[src/include/reset_halt_pkg.sv]
// Constants and carrier types shared by the reset and standby sequencer.
// Assumes the system clock is the device oscillator and runs at CLOCK_HZ.
package reset_halt_pkg;

   // System clock rate.
   localparam longint CLOCK_HZ = 20000000;

   // Oscillator clocks per instruction cycle.
   localparam int INSTR_CLOCKS = 6;

   // Auto-reset period in oscillator cycles.
   localparam int AUTO_RESET_OSC_CYCLES = 131072;

   // Oscillator stabilization interval after a key wakes the device, in microseconds.
   localparam longint STAB_TIME_US = 9000;

   // Stabilization interval as clock cycles.
   // It is a least time, so it rounds up, and it is never below one cycle.
   localparam longint STAB_CYCLES_RAW = (STAB_TIME_US * CLOCK_HZ + 64'd999999) / 64'd1000000;
   localparam int STAB_CYCLES = (STAB_CYCLES_RAW < 1) ? 1 : int'(STAB_CYCLES_RAW);

   // Reset pulse length in clock cycles: one instruction cycle.
   localparam int RESET_PULSE_CLOCKS = INSTR_CLOCKS;

   // Address from which the CPU fetches after any reset.
   localparam logic [11:0] RESET_ADDRESS = 12'hF00;

   // Reset values.
   localparam logic [2:0] PHASE_RESET = 3'h0;
   localparam logic [2:0] PULSE_RESET = 3'h0;

   // Sequencer states.
   typedef enum logic [1:0] {
      RUN_STATE = 2'b00,
      HALT_STATE = 2'b01,
      STABILIZE_STATE = 2'b10,
      RESET_STATE = 2'b11
   } sequencer_state_type;

   // Output pin group as driven by the CPU and as seen at the pins.
   typedef struct packed {
      logic carrier_output;
      logic indicator_led_output;
      logic option_strobe_output;
      logic [3:0] individual_strobe_outputs;
      logic [3:0] parallel_strobe_outputs;
   } output_pins_type;

   localparam output_pins_type PINS_LOW = '0;

endpackage

[src/reset_halt_sequencer.sv]
// Reset and standby sequencer for a small remote-control microcontroller.
// Assumes key inputs are active low with pull-ups and synchronous to clock,
// and that the CPU advances only while cpu_run is high.
`timescale 1ns/10ps

module reset_halt_sequencer #(
   parameter bit CARRIER_FLOATS = 1'b0,
   parameter int AUTO_RESET_CYCLES = reset_halt_pkg::AUTO_RESET_OSC_CYCLES,
   parameter int STAB_CYCLES = reset_halt_pkg::STAB_CYCLES
) (
   input wire logic clock,
   input wire logic sys_rst,
   input wire logic power_on_request,
   input wire logic tx_activity_bit,
   input wire logic halt_request_bit,
   input wire logic [3:0] key_input_group_a_n,
   input wire logic [3:0] key_input_group_b_n,
   input wire reset_halt_pkg::output_pins_type cpu_pins,
   output reset_halt_pkg::output_pins_type pins,
   output logic carrier_output_enable,
   output logic cpu_reset,
   output logic cpu_run,
   output logic oscillator_run,
   output logic stack_clear,
   output logic instruction_strobe,
   output logic standby,
   output logic [11:0] fetch_address
);

   reset_halt_pkg::sequencer_state_type state;
   reset_halt_pkg::sequencer_state_type next_state;
   logic [2:0] phase;
   logic [2:0] next_phase;
   logic [2:0] pulse_count;
   logic [2:0] next_pulse_count;
   logic tx_previous;
   logic next_tx_previous;

   reset_halt_pkg::output_pins_type next_pins;
   logic next_carrier_output_enable;
   logic next_cpu_reset;
   logic next_cpu_run;
   logic next_oscillator_run;
   logic next_stack_clear;
   logic next_instruction_strobe;
   logic next_standby;

   logic key_active;
   logic instruction_end;
   logic tx_rise;
   logic halt_entry;
   logic auto_clear;
   logic auto_reached;
   logic stab_enable;
   logic stab_reached;
   logic pulse_done;

   localparam logic [2:0] LAST_PHASE = 3'(reset_halt_pkg::INSTR_CLOCKS - 1);
   localparam logic [2:0] LAST_PULSE = 3'(reset_halt_pkg::RESET_PULSE_CLOCKS - 1);

   // Keys are active low; any low line on either group counts as a press.
   function automatic logic any_key(input logic [3:0] group_a, input logic [3:0] group_b);
      any_key = (group_a != 4'hF) || (group_b != 4'hF);
   endfunction

   always_comb begin
      key_active = any_key(key_input_group_a_n, key_input_group_b_n);
      instruction_end = (state == reset_halt_pkg::RUN_STATE) && (phase == LAST_PHASE);
      tx_rise = (state == reset_halt_pkg::RUN_STATE) && tx_activity_bit && !tx_previous;
      // A request is seen once per instruction cycle, and never while a key is down.
      halt_entry = instruction_end && halt_request_bit && !key_active;
      pulse_done = (pulse_count == LAST_PULSE);
      auto_clear = tx_rise || halt_entry || (state == reset_halt_pkg::RESET_STATE);
      stab_enable = (state == reset_halt_pkg::STABILIZE_STATE) && key_active;
   end

   // Auto-reset counter runs only while the CPU executes.
   cycle_counter #(
      .LIMIT(AUTO_RESET_CYCLES)
   ) auto_reset_counter (
      .clock(clock),
      .sys_rst(sys_rst),
      .clear(auto_clear),
      .count_enable(state == reset_halt_pkg::RUN_STATE),
      .reached(auto_reached)
   );

   // Stabilization counter restarts whenever the key lets go.
   cycle_counter #(
      .LIMIT(STAB_CYCLES)
   ) stabilization_counter (
      .clock(clock),
      .sys_rst(sys_rst),
      .clear(!stab_enable),
      .count_enable(stab_enable),
      .reached(stab_reached)
   );

   always_comb begin
      next_state = state;
      next_phase = phase;
      next_pulse_count = pulse_count;
      next_tx_previous = tx_previous;
      case (state)
         reset_halt_pkg::RUN_STATE: begin
            next_tx_previous = tx_activity_bit;
            next_phase = instruction_end ? reset_halt_pkg::PHASE_RESET : phase + 3'h1;
            if (power_on_request) begin
               next_state = reset_halt_pkg::RESET_STATE;
            end else if (auto_reached) begin
               next_state = reset_halt_pkg::RESET_STATE;
            end else if (halt_entry) begin
               next_state = reset_halt_pkg::HALT_STATE;
            end
         end
         reset_halt_pkg::HALT_STATE: begin
            // Phase and edge history stay frozen while the oscillator is stopped.
            if (power_on_request) begin
               next_state = reset_halt_pkg::RESET_STATE;
            end else if (key_active) begin
               next_state = reset_halt_pkg::STABILIZE_STATE;
            end
         end
         reset_halt_pkg::STABILIZE_STATE: begin
            if (power_on_request) begin
               next_state = reset_halt_pkg::RESET_STATE;
            end else if (!key_active) begin
               next_state = reset_halt_pkg::HALT_STATE;
            end else if (stab_reached) begin
               next_state = reset_halt_pkg::RESET_STATE;
            end
         end
         reset_halt_pkg::RESET_STATE: begin
            next_phase = reset_halt_pkg::PHASE_RESET;
            next_tx_previous = tx_activity_bit;
            if (!pulse_done) begin
               next_pulse_count = pulse_count + 3'h1;
            end else if (!power_on_request) begin
               next_pulse_count = reset_halt_pkg::PULSE_RESET;
               next_state = reset_halt_pkg::RUN_STATE;
            end
         end
         default: begin
            next_state = reset_halt_pkg::RESET_STATE;
            next_pulse_count = reset_halt_pkg::PULSE_RESET;
         end
      endcase
   end

   always_ff @(posedge clock) begin
      if (sys_rst) begin
         state <= reset_halt_pkg::RESET_STATE;
         phase <= reset_halt_pkg::PHASE_RESET;
         pulse_count <= reset_halt_pkg::PULSE_RESET;
         tx_previous <= 1'b0;
      end else begin
         state <= next_state;
         phase <= next_phase;
         pulse_count <= next_pulse_count;
         tx_previous <= next_tx_previous;
      end
   end

   // Output stage, registered so every pin comes from a flip-flop.
   always_comb begin
      next_pins = cpu_pins;
      next_carrier_output_enable = 1'b1;
      next_cpu_reset = 1'b0;
      next_cpu_run = 1'b0;
      next_oscillator_run = 1'b1;
      next_stack_clear = 1'b0;
      next_instruction_strobe = 1'b0;
      next_standby = 1'b0;
      case (next_state)
         reset_halt_pkg::RUN_STATE: begin
            next_cpu_run = 1'b1;
            next_instruction_strobe = (next_phase == LAST_PHASE);
         end
         reset_halt_pkg::HALT_STATE, reset_halt_pkg::STABILIZE_STATE: begin
            // LED and option strobe hold what they showed when standby began.
            next_pins = pins;
            next_pins.carrier_output = 1'b0;
            next_pins.individual_strobe_outputs = 4'h0;
            next_pins.parallel_strobe_outputs = 4'h0;
            next_pins.indicator_led_output = pins.indicator_led_output;
            next_pins.option_strobe_output = pins.option_strobe_output;
            next_carrier_output_enable = !CARRIER_FLOATS;
            next_standby = 1'b1;
            // The CPU is frozen in both states; only a key or power_on_request restarts the oscillator.
            next_oscillator_run = (next_state == reset_halt_pkg::STABILIZE_STATE);
         end
         reset_halt_pkg::RESET_STATE: begin
            next_pins = reset_halt_pkg::PINS_LOW;
            next_carrier_output_enable = !CARRIER_FLOATS;
            next_cpu_reset = 1'b1;
            // Only the stack is cleared; page, pointer and accumulator see no clear.
            next_stack_clear = 1'b1;
         end
         default: begin
            next_pins = reset_halt_pkg::PINS_LOW;
            next_cpu_reset = 1'b1;
         end
      endcase
   end

   always_ff @(posedge clock) begin
      if (sys_rst) begin
         pins <= reset_halt_pkg::PINS_LOW;
         carrier_output_enable <= !CARRIER_FLOATS;
         cpu_reset <= 1'b1;
         cpu_run <= 1'b0;
         oscillator_run <= 1'b1;
         stack_clear <= 1'b1;
         instruction_strobe <= 1'b0;
         standby <= 1'b0;
         fetch_address <= reset_halt_pkg::RESET_ADDRESS;
      end else begin
         pins <= next_pins;
         carrier_output_enable <= next_carrier_output_enable;
         cpu_reset <= next_cpu_reset;
         cpu_run <= next_cpu_run;
         oscillator_run <= next_oscillator_run;
         stack_clear <= next_stack_clear;
         instruction_strobe <= next_instruction_strobe;
         standby <= next_standby;
         fetch_address <= reset_halt_pkg::RESET_ADDRESS;
      end
   end

endmodule

[src/cycle_counter.sv]
// Up-counter that flags the cycle in which it reaches its limit.
// Assumes one synchronous, active-high reset and one clock.
`timescale 1ns/10ps
module cycle_counter #(
   parameter int LIMIT = 4,
   parameter int WIDTH = (LIMIT > 1) ? $clog2(LIMIT) : 1
) (
   input wire logic clock,
   input wire logic sys_rst,
   input wire logic clear,
   input wire logic count_enable,
   output logic reached
);

   localparam logic [WIDTH-1:0] LAST = WIDTH'(LIMIT - 1);

   logic [WIDTH-1:0] count;
   logic [WIDTH-1:0] next_count;

   always_comb begin
      reached = count_enable && (count == LAST);
      if (clear || reached) begin
         next_count = '0;
      end else if (count_enable) begin
         next_count = count + WIDTH'(1);
      end else begin
         next_count = count;
      end
   end

   always_ff @(posedge clock) begin
      if (sys_rst) begin
         count <= '0;
      end else begin
         count <= next_count;
      end
   end

endmodule

[config.mk]
export PLATFORM = sky130hd
export DESIGN_NAME = reset_halt_sequencer
export DESIGN_NICKNAME = d
export VERILOG_FILES = /design/src/include/reset_halt_pkg.sv /design/src/reset_halt_sequencer.sv /design/src/cycle_counter.sv
export SDC_FILE = /design/constraint.sdc
export NUM_CORES = 1
export LEC_CHECK = 0
export BUFFER_PORTS_ARGS = -buffer_cell sky130_fd_sc_hd__buf_2
export CAP_MARGIN = 20
export CORE_UTILIZATION = 40
export DETAILED_ROUTE_END_ITERATION = 10
export SLEW_MARGIN = 10
export SYNTH_ARGS = -nofsm -noshare
export SYNTH_HDL_FRONTEND = slang
export SYNTH_HIERARCHICAL = 1
export SYNTH_SLANG_ARGS = --single-unit
[constraint.sdc]
create_clock -name clock -period 5.8 [get_ports clock]
set_clock_uncertainty 0.15 [all_clocks]
set_input_delay 0.29 -clock clock [delete_from_list [all_inputs] [get_ports clock]]
set_output_delay 0.29 -clock clock [all_outputs]
set_load 0.02 [all_outputs]
==> metrics.md, run 1 <==
| Metric | Value |
|---|---|
| Non-filler cells in the finished layout | `474` |
| Reg-to-reg startpoint | `state[0]` |
| Top Ports | `54` |
| Number of warning messages in the yosys log | `6` |
| Distinct cell type count of the synthesized netlist | `53` |
| Total iterations of the first detailed-routing run | `4` |
| Total routing resource utilization after global routing | `0.164` |
| Launch instance of the worst min-delay path | `tx_activity_bit` |
| Critical path arrival | `3.43 ns` |
| Flip-flop and latch count after synthesis | `60` |
| Hold-fix buffer count after cts | `9` |
| Most prevalent standard cell on the critical path | `inv_1` |
| Most common cell after layout, fill and taps aside | `dfxtp_1` |
| Dominant cell type by area after synthesis | `dfxtp_1` |
| Net total in the final layout | `410` |
| Worst-case clock buffer depth | `2` |
| Average wire length per cell after detail routing | `12.1 um` |
| DP Wirelength | `3940 um` |
| Critical-path cell with the highest stage delay | `dfxtp_1` |
| Post-route worst hold slack | `0.0646 ns` |
| Worst Hold End | `tx_previous` |
| # setup viols final | `0` |
| Total via count in the routed design | `2358` |
| Share of final-layout standard cells stronger than drive strength 1 | `0.183` |
| Chip width | `87.9 um` |
| Proportion of power drawn by flip-flops and latches | `0.360` |
| Number of buffer cells added on primary ports | `40` |
| Remaining routing DRC violations | `0` |
| Largest net degree at the start of global routing | `22` |
| Via count of the first global-routing pass | `2176` |
| Worst Setup Path Type | `reg -> reg` |
| Dominant cells by area after synthesis | `dfxtp_1, nor2_1, ha_1, xnor2_1, buf_4` |
| Count of flip-flops with a built-in enable after synthesis | `0` |
| Max transition margin | `0.480` |
| Setup TNS | `0 ns` |
| Share of synthesized flip-flops with an asynchronous set or reset | `0` |
| Combinational cell fraction of total power | `0.289` |
| Hold Crit Class | `in -> reg` |
| Hold Path Cell Cnt | `3` |
| Clock tree from TritonCTS | `done` |
| Root Buffer Master | `clkbuf_8` |
| Mapped Cells | `327` |
| Row count | `30` |
| Maximum net fanout on the critical path | `9` |
| Number of buffer and inverter instances along the worst setup path | `3` |
| R2r setup slk | `2.47 ns` |
| Gpl congestion | `0.768` |
| Slew at the pin closest to its max-slew limit | `0.779 ns` |
| Peak per-stage delay on the critical path | `0.39 ns` |
| Final worst path period need | `3.33 ns` |
| Total core area | `6940 um^2` |
| TritonCTS Buffers | `9` |
| Switch share | `0.332` |
| Status | `complete, no violations` |
| Share of the yosys chip area belonging to registers | `0.407` |
| Endpoint class of the critical path | `register` |
| Die area | `7730 um^2` |
| Top flip-flop cell by instance count after synthesis | `dfxtp_1` |
| Max Fclk | `0.300 GHz` |
| Via-to-Cell Ratio | `4.97` |
| Max-capacitance violation count | `0` |
| Routed wire length | `5710 um` |
| Portion of synthesized cell area occupied by the leading cell type | `0.407` |
| Final number of max-transition violations | `0` |
| Antenna-violating nets left | `0` |
| Floorplan die height | `87.9 um` |
| RSZ-0062 raised after global routing | `false` |
| Quantity of gates resized following cts | `0` |
| Layout Area Growth over Synthesis | `18.0%` |
| 1st-iter DRT viols | `92` |
| Initial standard-cell utilization of the core | `0.425` |
| Kind of start point of the critical path | `register` |
| Pint | `891 uW` |
| Cell Pwr Density | `383 nW/um^2` |
| Register clock-pin slew on the reported worst setup and hold paths | `0.07 ns` |
| Mean instance size in the synthesized netlist | `9.03 um^2` |
| Fin. Hold Viols | `0` |
| Levels on crit path | `13` |
| Reg-to-reg critical path endpoint | `pins[10]` |
| Static leakage power | `1.33 nW` |
| Overall overflow remaining after global route | `0` |
| Top delay family on crit path | `simple AND/OR/NAND/NOR gates` |
| Count of inserted antenna diode cells | `0` |
| Length in cells of the worst reg-to-reg path | `13` |
| Max rail drop VDD | `0.155 mV` |
| Clock sink count | `60` |
| Final worst-path cycle share | `0.575` |
| Global-route wire length before repair | `9540 um` |
| CTS H-tree depth | `3` |
| Number of antenna violations at the first check in global routing | `0` |
| Cells along the critical path | `inv_1 -> ha_1 -> o21ai_0 -> inv_1 -> nand4_2 -> nor3_1 -> o21ai_0 -> a32o_1 -> a221oi_2 -> inv_1 -> ha_1 -> nor2b_1 -> and2_1` |
| Most used cells in the layout excluding fill and tap cells | `dfxtp_1, nor2_1, buf_2` |
| Switching power summed over all nets | `443 uW` |
| Placed Cells incl. Taps | `449` |
| Post-CTS setup-driven buffer insertion count | `0` |
| Data required, critical path | `5.90 ns` |
| Mapped cell area | `2950 um^2` |
| Clock Latency Late Sink | `0.35 ns` |
| Part of the power in the clock network | `0.350` |
synth_stat cells (all sizes together) (4+ instances only):
| cell | count |
|---|---|
| buf | 19 |
| inv | 9 |
| xnor2 | 16 |
| nand4 | 14 |
| o21ai | 8 |
| nor3 | 14 |
| or2 | 4 |
| and2 | 10 |
| mux2i | 4 |
| or4 | 5 |
| nor4 | 4 |
| nor2b | 5 |
| o31ai | 5 |
| nor2 | 45 |
| nand2 | 16 |
| nand3 | 14 |
| ha | 13 |
| clkbuf | 6 |
| xor2 | 10 |
| a21oi | 15 |
| dfxtp | 60 |
| or3 | 5 |
| and4 | 5 |
per-stage QoR:
| step | worst slack [ns] | util | area, um^2 | power [mW] |
|---|---|---|---|---|
| 2_1_floorplan | 2.92 | - | 2990 | 0.798 |
| 3_3_place_gp | 2.60 | 0.453 | 3150 | 0.862 |
| 3_5_place_dp | 2.46 | 0.453 | 3150 | 0.871 |
| 4_1_cts | 2.44 | 0.502 | 3480 | 1.35 |
| 5_1_grt | 2.09 | 0.502 | 3480 | 1.42 |
| 6_report | 2.47 | 0.502 | 3480 | 1.33 |
worst reg2reg max path, stage by stage (launching register included):
cell and delay (ns):
dfxtp_1 0.39, inv_1 0.13, ha_1 0.24, o21ai_0 0.14
inv_1 0.19, nand4_2 0.27, nor3_1 0.35, o21ai_0 0.12
a32o_1 0.23, a221oi_2 0.29, inv_1 0.11, ha_1 0.22
nor2b_1 0.20, and2_1 0.20
sequential cells by signal, indices dropped and copies added, names as in the netlist:
register and cells:
stabilization_counter/count 18, stack_clear 1, standby 1, tx_previous 1, state 2, cpu_run 1, instruction_strobe 1, auto_reset_counter/count 17
phase 3, pins 11, pulse_count 3, oscillator_run 1
power by group through the flow:
stage / Clock, mW / Combinational [mW] / Sequential (mW)
floorplan: 0 / 0.287 / 0.511
global placement: 0 / 0.374 / 0.488
detailed placement: 0 / 0.380 / 0.490
CTS: 0.477 / 0.390 / 0.481
global route: 0.494 / 0.441 / 0.486
finish: 0.467 / 0.386 / 0.481
logic make-up (layout without fill, tap and decap cells):
logic type | Yosys count | in the layout | synth area share
AND/OR/NAND/NOR | 149 | 149 | 0.285
flip-flops | 60 | 60 | 0.407
XOR/XNOR | 26 | 26 | 0.0771
multiplexers | 4 | 4 | 0.0136
buffers and inverters | 34 | 74 | 0.0678
other | 2 | 13 | 0.00254
AO/OA/AOI/OAI | 39 | 39 | 0.0920
adder cells (fa/ha/maj) | 13 | 13 | 0.0551
per-layer routing:
layer	part of all wire	wire length, um	GRT usage
met5	0	0	0
met4	0.026	150	0.116
met3	0.029	165	0.0311
met2	0.48	2730	0.266
met1	0.47	2670	0.195
layout make-up:
cell class	count	area [um^2]
Tap cell	96	120
Inverter	9	33.8
Clock buffer	9	124
Multi-Input combinational cell	244	1590
Fill cell	652	3460
Clock inverter	7	123
Sequential cell	60	1200
Timing Repair Buffer	49	290
worst max-delay path by stage:
stage	startpoint	endpoint	slack [ns]
finish	state[0]	pins[10]	2.47
global route	state[0]	oscillator_run	2.09
CTS	state[0]	pins[6]	2.44
detailed placement	state[0]	pins[10]	2.46
global placement	state[0]	pins[3]	2.60
floorplan	state[0]	oscillator_run	2.92
No activity file was read; power rests on OpenSTA's default activity.
==> run 2: changes to the inputs <==
--- a/config.mk
+++ b/config.mk
@@ -5,6 +5,7 @@
 export SDC_FILE = /design/constraint.sdc
 export NUM_CORES = 1
 export LEC_CHECK = 0
+export ABC_AREA = 1
 export BUFFER_PORTS_ARGS = -buffer_cell sky130_fd_sc_hd__buf_2
 export CAP_MARGIN = 20
 export CORE_UTILIZATION = 40
==> constraint.sdc (replaced) <==
create_clock -name clock -period 2.75 [get_ports clock]
set_clock_uncertainty 0.15 [all_clocks]
set_input_delay 0.1375 -clock clock [delete_from_list [all_inputs] [get_ports clock]]
set_output_delay 0.1375 -clock clock [all_outputs]
set_load 0.02 [all_outputs]
==> metrics.md, run 2 <==
| Metric | Value |
|---|---|
| Worst-case clock buffer depth | `2 (unchanged)` |
| Count of flip-flops with a built-in enable after synthesis | `0 (unchanged)` |
| Initial standard-cell utilization of the core | `0.419 (-0.00581)` |
| Top delay family on crit path | `simple AND/OR/NAND/NOR gates` |
| Clock Latency Late Sink | `0.35 ns (about the same)` |
| Clock sink count | `60 (unchanged)` |
| Switch share | `0.350 (+0.0173)` |
| Mean instance size in the synthesized netlist | `7.18 um^2 (-20%)` |
| CTS H-tree depth | `3 (unchanged)` |
| Most common cell in the netlist | `nand2_1` |
| Proportion of power drawn by flip-flops and latches | `0.346 (-0.014)` |
| Register clock-pin slew on the reported worst setup and hold paths | `0.08 ns (about the same)` |
| Status | `complete, no violations` |
| Total core area | `7810 um^2 (+12%)` |
| Endpoint class of the critical path | `register` |
| Final number of max-transition violations | `0 (unchanged)` |
| Non-filler cells in the finished layout | `622 (+31%)` |
| Number of warning messages in the yosys log | `6 (unchanged)` |
| Max FFs per register | `18 (unchanged)` |
| Number of buffer and inverter instances along the worst setup path | `2 (-1)` |
| Final worst path period need | `2.57 ns (-0.764 ns)` |
| Global-route wire length before repair | `11700 um (+23%)` |
| Die area | `8550 um^2 (+11%)` |
| Max Fclk | `0.389 GHz (+30%)` |
| Flip-flop and latch count after synthesis | `60 (unchanged)` |
| Most common cell after layout, fill and taps aside | `nand2_1` |
| Final worst-path cycle share | `0.934 (+0.359)` |
| Gpl congestion | `0.857 (+11%)` |
| Remaining routing DRC violations | `0 (unchanged)` |
| Row count | `32 (+6.7%)` |
| DP Wirelength | `4900 um (+24%)` |
| Mapped cell area | `3270 um^2 (+11%)` |
| Count of inserted antenna diode cells | `0 (unchanged)` |
| Total routing resource utilization after global routing | `0.174 (+0.00939)` |
| Critical path arrival | `2.66 ns (-0.77 ns)` |
| Portion of synthesized cell area occupied by the leading cell type | `0.367 (-0.0400)` |
| Dominant cells by area after synthesis | `dfxtp_1, nand2_1, nor2_1, inv_1, ha_1` |
| Largest net degree at the start of global routing | `19 (-14%)` |
| Worst Setup Path Type | `reg -> reg` |
| Net total in the final layout | `552 (+35%)` |
| Reg with most FFs | `stabilization_counter/count` |
| Clock tree from TritonCTS | `done` |
| Share of synthesized flip-flops with an asynchronous set or reset | `0 (unchanged)` |
| Total via count in the routed design | `2829 (+20%)` |
| Post-CTS setup-driven buffer insertion count | `0 (unchanged)` |
| Fin. Hold Viols | `0 (unchanged)` |
| Hold Crit Class | `in -> reg` |
| Post-route worst hold slack | `0.137 ns (+0.0725 ns)` |
| Peak per-stage delay on the critical path | `0.36 ns (-0.03 ns)` |
| Critical-path cell with the highest stage delay | `dfxtp_2` |
| Overall overflow remaining after global route | `0 (unchanged)` |
| Top Ports | `54 (unchanged)` |
| Top flip-flop cell by instance count after synthesis | `dfxtp_1` |
| Most used cells in the layout excluding fill and tap cells | `nand2_1, nor2_1, dfxtp_1` |
| Share of final-layout standard cells stronger than drive strength 1 | `0.219 (+0.0367)` |
| Mapped Cells | `456 (+39%)` |
| TritonCTS Buffers | `9 (unchanged)` |
| Max-capacitance violation count | `0 (unchanged)` |
| Data required, critical path | `2.84 ns (-3.06 ns)` |
| Largest registers | `stabilization_counter/count (18), auto_reset_counter/count (17), pins (11)` |
| Switching power summed over all nets | `997 uW (+120%)` |
| Floorplan die height | `92.5 um (+5.2%)` |
| Distinct cell type count of the synthesized netlist | `38 (-28%)` |
| Share of the yosys chip area belonging to registers | `0.367 (-0.0400)` |
| Static leakage power | `1.61 nW (+21%)` |
| Number of buffer cells added on primary ports | `40 (unchanged)` |
| Placed Cells incl. Taps | `593 (+32%)` |
| Number of antenna violations at the first check in global routing | `0 (unchanged)` |
| Pint | `1.86 mW (+110%)` |
| Via-to-Cell Ratio | `4.55 (-8.6%)` |
| Maximum net fanout on the critical path | `5 (-4)` |
| Via count of the first global-routing pass | `2706 (+24%)` |
| Total iterations of the first detailed-routing run | `6 (+2)` |
| Routed wire length | `6820 um (+19%)` |
| Dominant cell type by area after synthesis | `dfxtp_1` |
| Chip width | `92.5 um (+5.2%)` |
| # setup viols final | `0 (unchanged)` |
| Cells along the critical path | `ha_2 -> nand3_1 -> nor2_4 -> inv_1 -> nor2_1 -> ha_1 -> nand2_1 -> inv_1 -> nor3_1 -> nand3_1 -> nand2_2 -> ha_2 -> nand2_1 -> or2_2` |
| 1st-iter DRT viols | `91 (-1.1%)` |
| Kind of start point of the critical path | `register` |
| Combinational cell fraction of total power | `0.301 (+0.012)` |
| RSZ-0062 raised after global routing | `true` |
| Part of the power in the clock network | `0.353 (+0.003)` |
| Root Buffer Master | `clkbuf_8` |
| Average wire length per cell after detail routing | `11.0 um (-9.0%)` |
| Cell Pwr Density | `730 nW/um^2 (+90%)` |
| Most frequent cells after synthesis | `nand2_1, nor2_1, dfxtp_1, inv_1, nand3_1` |
| Layout Area Growth over Synthesis | `19.5%` |
| Max rail drop VDD | `0.714 mV (+360%)` |
| Antenna-violating nets left | `0 (unchanged)` |
==> run 2: cell types whose count changed in the layout (fill, tap and decap cells not counted), sizes merged, moves of 6 or more <==
cell and delta:
inv +50, nand3 +12, xnor2 -9, nor2 +41, nand2 +100, nand4 -6
nor3 -6, and2 -9, a21oi +6
==> run 2: cell type report <==
| type | instances | area, um^2 |
|---|---|---|
| Clock inverter | 7 | 124 |
| Timing Repair Buffer | 56 | 353 |
| Tap cell | 102 | 128 |
| Fill cell | 773 | 3900 |
| Sequential cell | 60 | 1200 |
| Clock buffer | 9 | 124 |
| Multi-Input combinational cell | 326 | 1740 |
| Inverter | 62 | 236 |
==> run 2: path summary, 6_finish.rpt <==
kind	startpoint	endpoint	slack, ns	depth (start not counted)
setup / recovery	auto_reset_counter/count[1]	oscillator_run	0.18	14
hold / removal	power_on_request	state[1]	0.14	5
setup reg to reg	auto_reset_counter/count[1]	oscillator_run	0.18	14
hold reg to reg	pins[9]	pins[9]	0.32	2
==> run 2: cells by family (layout without fill, tap and decap cells) <==
| kind of cell | count (synthesis) | after routing | synth area share |
|---|---|---|---|
| and+or+nand+nor | 247 | 247 | 0.355 |
| buffers and inverters | 81 | 134 | 0.116 |
| DFF | 60 | 60 | 0.367 |
| AOI/OAI and AO/OA | 40 | 40 | 0.0753 |
| adders and majority gates | 13 | 13 | 0.0497 |
| xor gates and xnor gates | 13 | 13 | 0.0348 |
| other | 2 | 13 | 0.00229 |
==> run 2: stage by stage <==
stage                     cell area, um^2  utilization  TNS [ns]  setup WS [ns]  power, mW
after floorplan                      3310            -         0          0.199       1.65
after global placement               3520        0.451         0          0.240       1.81
after detailed placement             3520        0.451         0          0.192       1.83
after CTS                            3900        0.499         0          0.137       2.85
after global routing                 3910        0.501  -0.00660       -0.00660       3.03
final                                3910        0.501         0          0.182       2.85
==> run 2: power by group through the flow <==
stage	Sequential (mW)	Clock, mW	Combinational (mW)
floorplan	1.05	0	0.593
global placement	1.00	0	0.810
detailed placement	1.00	0	0.822
CTS	0.985	1.02	0.843
global route	0.996	1.06	0.970
finish	0.988	1.01	0.858
==> run 2: worst reg2reg max path, cell delays in order, from the launching register on <==
cell and delay [ns]:
dfxtp_2 0.36, ha_2 0.19, nand3_1 0.12, nor2_4 0.15, inv_1 0.06, nor2_1 0.10
ha_1 0.15, nand2_1 0.08, inv_1 0.11, nor3_1 0.06, nand3_1 0.11, nand2_2 0.11
ha_2 0.36, nand2_1 0.07, or2_2 0.29
==> run 2: routing by layer <==
metal | part of all wire | up-vias | global-route usage
met5 | 0 | - | 0
met4 | 0.018 | 0 | 0.0586
met3 | 0.047 | 17 | 0.0567
met2 | 0.47 | 68 | 0.299
met1 | 0.46 | 1229 | 0.202
li1 | - | 1515 | -
==> run 2: what timing repair did <==
item	4_1_cts	5_1_grt
gates resized for setup	0	6
hold buffers	13	0
endpoints found under the hold margin	13	0
setup endpoints to repair	0	3
